===== config.mk =====
export PLATFORM = sky130hd
export DESIGN_NAME = master_page_power_sysref_control
export DESIGN_NICKNAME = d
export VERILOG_FILES = /design/src/hdl/master_page_power_sysref_control.v /design/src/hdl/pin_sync3.v
export VERILOG_INCLUDE_DIRS = /design/src /design/src/hdl
export SDC_FILE = /design/constraint.sdc
export NUM_CORES = 1
export LEC_CHECK = 0
export BUFFER_PORTS_ARGS = -buffer_cell sky130_fd_sc_hd__buf_4
export CAP_MARGIN = 15
export CORE_ASPECT_RATIO = 1.25
export CORE_MARGIN = 8
export CORE_UTILIZATION = 48
export DETAILED_ROUTE_END_ITERATION = 10
export PLACE_DENSITY = 0.78
export SLEW_MARGIN = 20
export SYNTH_ARGS = -nofsm -noshare
export SYNTH_HDL_FRONTEND = slang
export SYNTH_SLANG_ARGS = --single-unit

===== constraint.sdc =====
create_clock -name core_clk -period 1.4 [get_ports core_clk]
set_input_delay 0.07 -clock core_clk [delete_from_list [all_inputs] [get_ports core_clk]]
set_output_delay 0.07 -clock core_clk [all_outputs]
set_load 0.01 [all_outputs]

===== src/hdl/master_page_consts.vh =====
// register offsets, field positions and reset values of the master page power/reference slice
`ifndef MASTER_PAGE_CONSTS_VH
`define MASTER_PAGE_CONSTS_VH

`define OFS_MASK1_CORE      8'h20
`define OFS_MASK1_BUF       8'h21
`define OFS_MASK2_CORE      8'h23
`define OFS_MASK2_BUF       8'h24
`define OFS_PDN_CTRL        8'h26
`define OFS_INPUT_COUPLING  8'h4F
`define OFS_SYSREF_CTRL     8'h53
`define OFS_SYSREF_MANUAL   8'h54
`define OFS_MASK_ENABLE     8'h55

`define BIT_CHB_BUF_HI      7
`define BIT_CHB_BUF_LO      6
`define BIT_CHA_BUF_HI      5
`define BIT_CHA_BUF_LO      4
`define BIT_WHOLE_SLEEP     7
`define BIT_PIN_IGNORE      6
`define BIT_PATTERN_SEL     5
`define BIT_INPUT_BIAS      0
`define BIT_SYSREF_IGNORE   6
`define BIT_SYSREF_HCM      1
`define BIT_SYSREF_LEVEL    0
`define BIT_SYSREF_MANUAL   7
`define BIT_PATTERN_ENABLE  4

`define BUF_ALL_ON          2'h0
`define BUF_ALL_OFF         2'h3

`define RESET_VALUE         8'h00

`endif


===== src/hdl/master_page_power_sysref_control.v =====
// master page register slice: power-down masks, global sleep and reference timing controls
`timescale 1ns/1ps
`include "master_page_consts.vh"
module master_page_power_sysref_control (
   input  wire       core_clk,
   input  wire       reset,
   input  wire       wr_en,
   input  wire       rd_en,
   input  wire [7:0] addr,
   input  wire [7:0] wr_data,
   output reg  [7:0] rd_data_q,
   output reg        rd_valid_q,
   input  wire       sleep_pin,
   input  wire       sysref_in,
   input  wire [3:0] mask1_core_off,
   input  wire [1:0] mask1_chan_a_buffer_off,
   input  wire [1:0] mask1_chan_b_buffer_off,
   input  wire [3:0] mask2_core_off,
   output reg  [3:0] chan_a_core_off_q,
   output reg  [3:0] chan_b_core_off_q,
   output reg        chan_a_buffer_off_q,
   output reg        chan_b_buffer_off_q,
   output reg        whole_device_sleep_q,
   output reg        input_bias_high_ohm_q,
   output reg        sysref_high_common_mode_q,
   output reg        sysref_out_q
);

   ////////////////////////////////////////////////////////////////////////////////
   // stored fields; mask one and the core fields of mask two live elsewhere

   reg [1:0] chan_a_buffer_code_q;
   reg [1:0] chan_b_buffer_off_r_q;
   reg       sleep_pin_ignore_q;
   reg       sleep_pattern_select_q;
   reg       whole_sleep_bit_q;
   reg       input_bias_bit_q;
   reg       sysref_ignore_q;
   reg       sysref_hcm_bit_q;
   reg       sysref_manual_level_q;
   reg       sysref_manual_on_q;
   reg       sleep_pattern_enable_q;

   wire      pin_level;
   wire      sysref_level;

   // both domain-crossing inputs come from pins
   pin_sync3 u_sleep_sync (
      .core_clk    (core_clk),
      .reset       (reset),
      .pin_in      (sleep_pin),
      .pin_level_q (pin_level)
   );

   pin_sync3 u_sysref_sync (
      .core_clk    (core_clk),
      .reset       (reset),
      .pin_in      (sysref_in),
      .pin_level_q (sysref_level)
   );

   ////////////////////////////////////////////////////////////////////////////////
   // buffer code decode; reserved codes are treated as "off" to fail safe

   function buf_off;
      input [1:0] code;
      begin
         buf_off = (code != `BUF_ALL_ON);
      end
   endfunction

   ////////////////////////////////////////////////////////////////////////////////
   // register writes

   always @(posedge core_clk) begin
      if (reset) begin
         chan_a_buffer_code_q   <= 2'h0;
         chan_b_buffer_off_r_q  <= 2'h0;
         sleep_pin_ignore_q     <= 1'b0;
         sleep_pattern_select_q <= 1'b0;
         whole_sleep_bit_q      <= 1'b0;
         input_bias_bit_q       <= 1'b0;
         sysref_ignore_q        <= 1'b0;
         sysref_hcm_bit_q       <= 1'b0;
         sysref_manual_level_q  <= 1'b0;
         sysref_manual_on_q     <= 1'b0;
         sleep_pattern_enable_q <= 1'b0;
      end else if (wr_en) begin
         case (addr)
            `OFS_MASK2_BUF: begin
               chan_b_buffer_off_r_q <= wr_data[`BIT_CHB_BUF_HI:`BIT_CHB_BUF_LO];
               chan_a_buffer_code_q  <= wr_data[`BIT_CHA_BUF_HI:`BIT_CHA_BUF_LO];
            end
            `OFS_PDN_CTRL: begin
               sleep_pin_ignore_q     <= wr_data[`BIT_PIN_IGNORE];
               sleep_pattern_select_q <= wr_data[`BIT_PATTERN_SEL];
               // global sleep only programmable once override is already set
               if (sleep_pin_ignore_q) begin
                  whole_sleep_bit_q <= wr_data[`BIT_WHOLE_SLEEP];
               end
            end
            `OFS_INPUT_COUPLING: begin
               input_bias_bit_q <= wr_data[`BIT_INPUT_BIAS];
            end
            `OFS_SYSREF_CTRL: begin
               sysref_ignore_q       <= wr_data[`BIT_SYSREF_IGNORE];
               sysref_hcm_bit_q      <= wr_data[`BIT_SYSREF_HCM];
               sysref_manual_level_q <= wr_data[`BIT_SYSREF_LEVEL];
            end
            `OFS_SYSREF_MANUAL: begin
               sysref_manual_on_q <= wr_data[`BIT_SYSREF_MANUAL];
            end
            `OFS_MASK_ENABLE: begin
               sleep_pattern_enable_q <= wr_data[`BIT_PATTERN_ENABLE];
            end
            default: begin
            end
         endcase
      end
   end

   ////////////////////////////////////////////////////////////////////////////////
   // read back; reserved bits and unmapped offsets read zero

   reg [7:0] rd_mux;

   always @* begin
      rd_mux = `RESET_VALUE;
      case (addr)
         `OFS_MASK2_BUF: begin
            rd_mux[`BIT_CHB_BUF_HI:`BIT_CHB_BUF_LO] = chan_b_buffer_off_r_q;
            rd_mux[`BIT_CHA_BUF_HI:`BIT_CHA_BUF_LO] = chan_a_buffer_code_q;
         end
         `OFS_PDN_CTRL: begin
            rd_mux[`BIT_WHOLE_SLEEP] = whole_sleep_bit_q;
            rd_mux[`BIT_PIN_IGNORE]  = sleep_pin_ignore_q;
            rd_mux[`BIT_PATTERN_SEL] = sleep_pattern_select_q;
         end
         `OFS_INPUT_COUPLING: begin
            rd_mux[`BIT_INPUT_BIAS] = input_bias_bit_q;
         end
         `OFS_SYSREF_CTRL: begin
            rd_mux[`BIT_SYSREF_IGNORE] = sysref_ignore_q;
            rd_mux[`BIT_SYSREF_HCM]    = sysref_hcm_bit_q;
            rd_mux[`BIT_SYSREF_LEVEL]  = sysref_manual_level_q;
         end
         `OFS_SYSREF_MANUAL: begin
            rd_mux[`BIT_SYSREF_MANUAL] = sysref_manual_on_q;
         end
         `OFS_MASK_ENABLE: begin
            rd_mux[`BIT_PATTERN_ENABLE] = sleep_pattern_enable_q;
         end
         default: begin
            rd_mux = `RESET_VALUE;
         end
      endcase
   end

   always @(posedge core_clk) begin
      if (reset) begin
         rd_data_q  <= `RESET_VALUE;
         rd_valid_q <= 1'b0;
      end else begin
         rd_valid_q <= rd_en;
         if (rd_en) begin
            rd_data_q <= rd_mux;
         end
      end
   end

   ////////////////////////////////////////////////////////////////////////////////
   // power-down combination

   reg [3:0] sel_core;
   reg       sel_a_buf;
   reg       sel_b_buf;
   reg       sleep_now;

   always @* begin
      if (sleep_pattern_select_q) begin
         sel_core  = mask2_core_off;
         sel_a_buf = buf_off(chan_a_buffer_code_q);
         sel_b_buf = buf_off(chan_b_buffer_off_r_q);
      end else begin
         sel_core  = mask1_core_off;
         sel_a_buf = buf_off(mask1_chan_a_buffer_off);
         sel_b_buf = buf_off(mask1_chan_b_buffer_off);
      end
      // pin only counts while override is clear
      sleep_now = whole_sleep_bit_q | (~sleep_pin_ignore_q & pin_level);
   end

   always @(posedge core_clk) begin
      if (reset) begin
         chan_a_core_off_q   <= 4'h0;
         chan_b_core_off_q   <= 4'h0;
         chan_a_buffer_off_q <= 1'b0;
         chan_b_buffer_off_q <= 1'b0;
         whole_device_sleep_q <= 1'b0;
      end else begin
         whole_device_sleep_q <= sleep_now;
         if (sleep_pattern_enable_q) begin
            chan_a_core_off_q   <= {4{sel_core[3]}} & 4'hF;
            chan_b_core_off_q   <= {4{sel_core[0]}} & 4'hF;
            chan_a_buffer_off_q <= sel_a_buf;
            chan_b_buffer_off_q <= sel_b_buf;
         end else begin
            chan_a_core_off_q   <= 4'h0;
            chan_b_core_off_q   <= 4'h0;
            chan_a_buffer_off_q <= 1'b0;
            chan_b_buffer_off_q <= 1'b0;
         end
      end
   end

   ////////////////////////////////////////////////////////////////////////////////
   // analog front end and reference path

   always @(posedge core_clk) begin
      if (reset) begin
         input_bias_high_ohm_q     <= 1'b0;
         sysref_high_common_mode_q <= 1'b0;
         sysref_out_q              <= 1'b0;
      end else begin
         input_bias_high_ohm_q     <= input_bias_bit_q;
         sysref_high_common_mode_q <= sysref_hcm_bit_q;
         if (sysref_manual_on_q) begin
            sysref_out_q <= sysref_manual_level_q;
         end else if (sysref_ignore_q) begin
            sysref_out_q <= 1'b0;
         end else begin
            sysref_out_q <= sysref_level;
         end
      end
   end

endmodule


===== src/hdl/pin_sync3.v =====
// three-stage synchroniser for a pin; output changes once stages two and three agree
`timescale 1ns/1ps
module pin_sync3 (
   input  wire core_clk,
   input  wire reset,
   input  wire pin_in,
   output reg  pin_level_q
);
   reg s1_q;
   reg s2_q;
   reg s3_q;

   always @(posedge core_clk) begin
      if (reset) begin
         s1_q        <= 1'b0;
         s2_q        <= 1'b0;
         s3_q        <= 1'b0;
         pin_level_q <= 1'b0;
      end else begin
         s1_q <= pin_in;
         s2_q <= s1_q;
         s3_q <= s2_q;
         if (s2_q == s3_q) begin
            pin_level_q <= s3_q;
         end
      end
   end
endmodule


==> run_results.csv <==
group,metric,value,unit
drt,ant_nets,0,
synthesis,ys_top_cells_by_area,"dfxtp_1 (46%), mux2i_1 (8.9%), nand2b_1 (8.0%)",
placed_design,gp_congestion,0.896,
floorplanning,die_x,67.1,um
synthesis,yosys-top-cells-count,"dfxtp_1 (36), nand2b_1 (20), mux2i_1 (14)",
timing,min_period,1.06,ns
layout,nNetsFinal,234,
min_path,hold_class,"in2reg",
synthesis,synth_area,1570,um2
setup_path,worstReg2RegEnd,"rd_data_q[5]",
clock_tree,path_clk_slew,0.07,ns
layout,instances_no_fill,237,
floorplanning,die_y,79.9,um
drt,drc,0,
setup_path,cp_data_required_time,1.62,ns
synthesis,synth_top_area_share,46.0,%
pwr,finalPower,1.99,mW
setup_path,end_kind,"flip-flop",
floorplanning,io_pins,57,
layout,largest_register_ffs,6,
global_route,overflow,0,
placed_design,io_buffers,48,
synthesis,yosys.area.top_type,"dfxtp_1",
run,drv_cap,0,
pwr,power_density,990,nW/um2
min_path,hold_path_end,"chan_b_core_off_q[0]",
synthesis,yosys_warnings,0,
clock_tree,root_buffer,"clkbuf_8",
synthesis,avgSynthCellArea,10.0,um2
timing,setup_violations,0,
clock_tree,clock_latency,0.29,ns
floorplanning,rows,23,
synthesis,synth_edf_count,0,
layout,antenna_cells,0,
floorplanning,die-area,5360,um2
timing,final.setup.tns,0,ns
drt,vias_per_cell,5.27,
timing,timing.fmax,947,MHz
setup_path,reg2reg_from,"sleep_pattern_select_q",
timing,fin_worst_skew,0.00596,ns
outcome,status,"completed",
min_path,min_from,"mask2_core_off[0]",
setup_path,crit_fanout,8,
setup_path,crit_start,"sleep_pattern_select_q",
layout,drive_gt1_share,34.0,%
synthesis,synthFlopType,"dfxtp_1",
setup_path,cp-start-kind,"flip-flop",
floorplanning,core_area,3170,um2
setup_path,worstSetupPathType,"reg2reg",
global_route,track_usage,13.5,%
clock_tree,numCtsBuffers,5,
drt,wl_per_cell,14.7,um
drt,dr.first_iter.drc_count,44,
pwr,leakage,0.864,nW
layout,area_growth,28.0,%
timing,hold_viol,0,
setup_path,worstPathArrival,1.27,ns
pwr,ir_drop,0.000860,V
timing,finalMaxSlewViolations,0,
synthesis,postSynthCellCount,156,
clock_tree,cts_htree_levels,2,
global_route,antenna_found_initial,0,
setup_path,ff2ff_path_depth,3,
synthesis,yosys_register_bits,36,
synthesis,ys_async_sr_fraction,0,%
layout,top_register,"rd_data_q",
timing,period_share,75.4,%
setup_path,reg2reg_slack,0.34,ns
global_route,grt_start_max_net_pins,37,
synthesis,yosys.cell_types.count,31,
drt,first_pass_iters,4,
global_route,grt_pass1_vias,1223,
synthesis,synth_most_common_cell,"dfxtp_1",
min_path,holdPathStages,3,
clock_tree,cts_tree,"yes",
placed_design,dp_cells,228,
floorplanning,start_util,49.5,%
synthesis,ys_seq_area_share,46.0,%
drt,vias,1248,
clock_tree,cts_buffer_depth,2,
layout,reg_top3,"rd_data_q x6, chan_a_buffer_code_q x2, chan_b_buffer_off_r_q x2",
drt,drt-total-wl,3490,um
clock_tree,clock_sinks,36,
global_route,grt_pass1_wl,5630,um
timing,rsz0062_at_grt,"false",
-- final cells by class --
cell class | instances | area [um2]
Sequential cell | 36 | 721
Multi-Input combinational cell | 103 | 744
Timing Repair Buffer | 51 | 388
Inverter | 3 | 11.3
Clock buffer | 7 | 96.3
Tap cell | 37 | 46.3
Fill cell | 283 | 1160
-- stage by stage --
stage,utilization [%],hold slack (ns),setup WS [ns],area (um2)
floorplan,-,0.150,0.377,1570
global placement,59.7,0.289,0.267,1890
detailed placement,59.7,0.289,0.191,1890
CTS,63.4,0.0245,0.373,2010
global route,63.4,0.0564,0.284,2010
finish,63.4,0.0437,0.344,2010
-- critical path, stage by stage, from the launching register on --
cell	delay, ns
dfxtp_1	0.50
mux2_2	0.23
nand4_1	0.10
a21oi_1	0.16
-- routing by layer --
layer / up-vias / wire length [um] / GRT usage, %
met1: 572 / 1410 / 14.4
met3: 10 / 306 / 5.48
met5: - / 0 / 0
met4: 0 / 91 / 8.60
li1: 626 / - / -
met2: 40 / 1680 / 21.6
-- cells by family (layout without fill, tap and decap cells) --
family	after synthesis	count (layout)	synth area share, %
mux	18	18	11.8
buf+inv	18	61	6.78
flops	36	36	46.0
compound gates	14	14	5.75
other cells	1	2	0.239
simple gates	69	69	29.4
-- power by group --
| part | leakage (nW) | switching, mW | total (mW) | internal [mW] |
|---|---|---|---|---|
| registers | 0.292 | 0.00564 | 1.04 | 1.04 |
| logic | 0.522 | 0.0734 | 0.167 | 0.0939 |
| clock network | 0.0503 | 0.338 | 0.776 | 0.438 |
-- how the worst max path moves through the flow --
stage / end / slack [ns]
after detailed placement: chan_b_buffer_off_r_q[1] / 0.19
final: rd_data_q[5] / 0.34
after CTS: rd_data_q[5] / 0.37
after global routing: rd_data_q[5] / 0.28
after floorplan: rd_data_q[5] / 0.38
after global placement: chan_b_buffer_off_r_q[1] / 0.27
-- cell usage in the layout, fill, tap and decap left out, types with 3 or more instances in the layout --
cell type	synthesis	routed
a21oi_1	5	5
dfxtp_1	36	36
nor2b_1	9	9
mux2i_1	14	14
buf_4	8	49
nand2_1	3	3
and4bb_2	3	3
nor2_1	10	10
nand2b_1	20	20
clkbuf_8	0	7
a311oi_1	3	3
inv_1	3	3
mux2_2	4	4
nand3_1	7	7
nand4_1	7	7
-- repair_timing --
item	4_1_cts	5_1_grt
setup buffers	0	0
hold buffers	2	0
hold endpoints to repair	2	0
resized for setup	0	0
No activity file was read; power rests on OpenSTA's default activity.
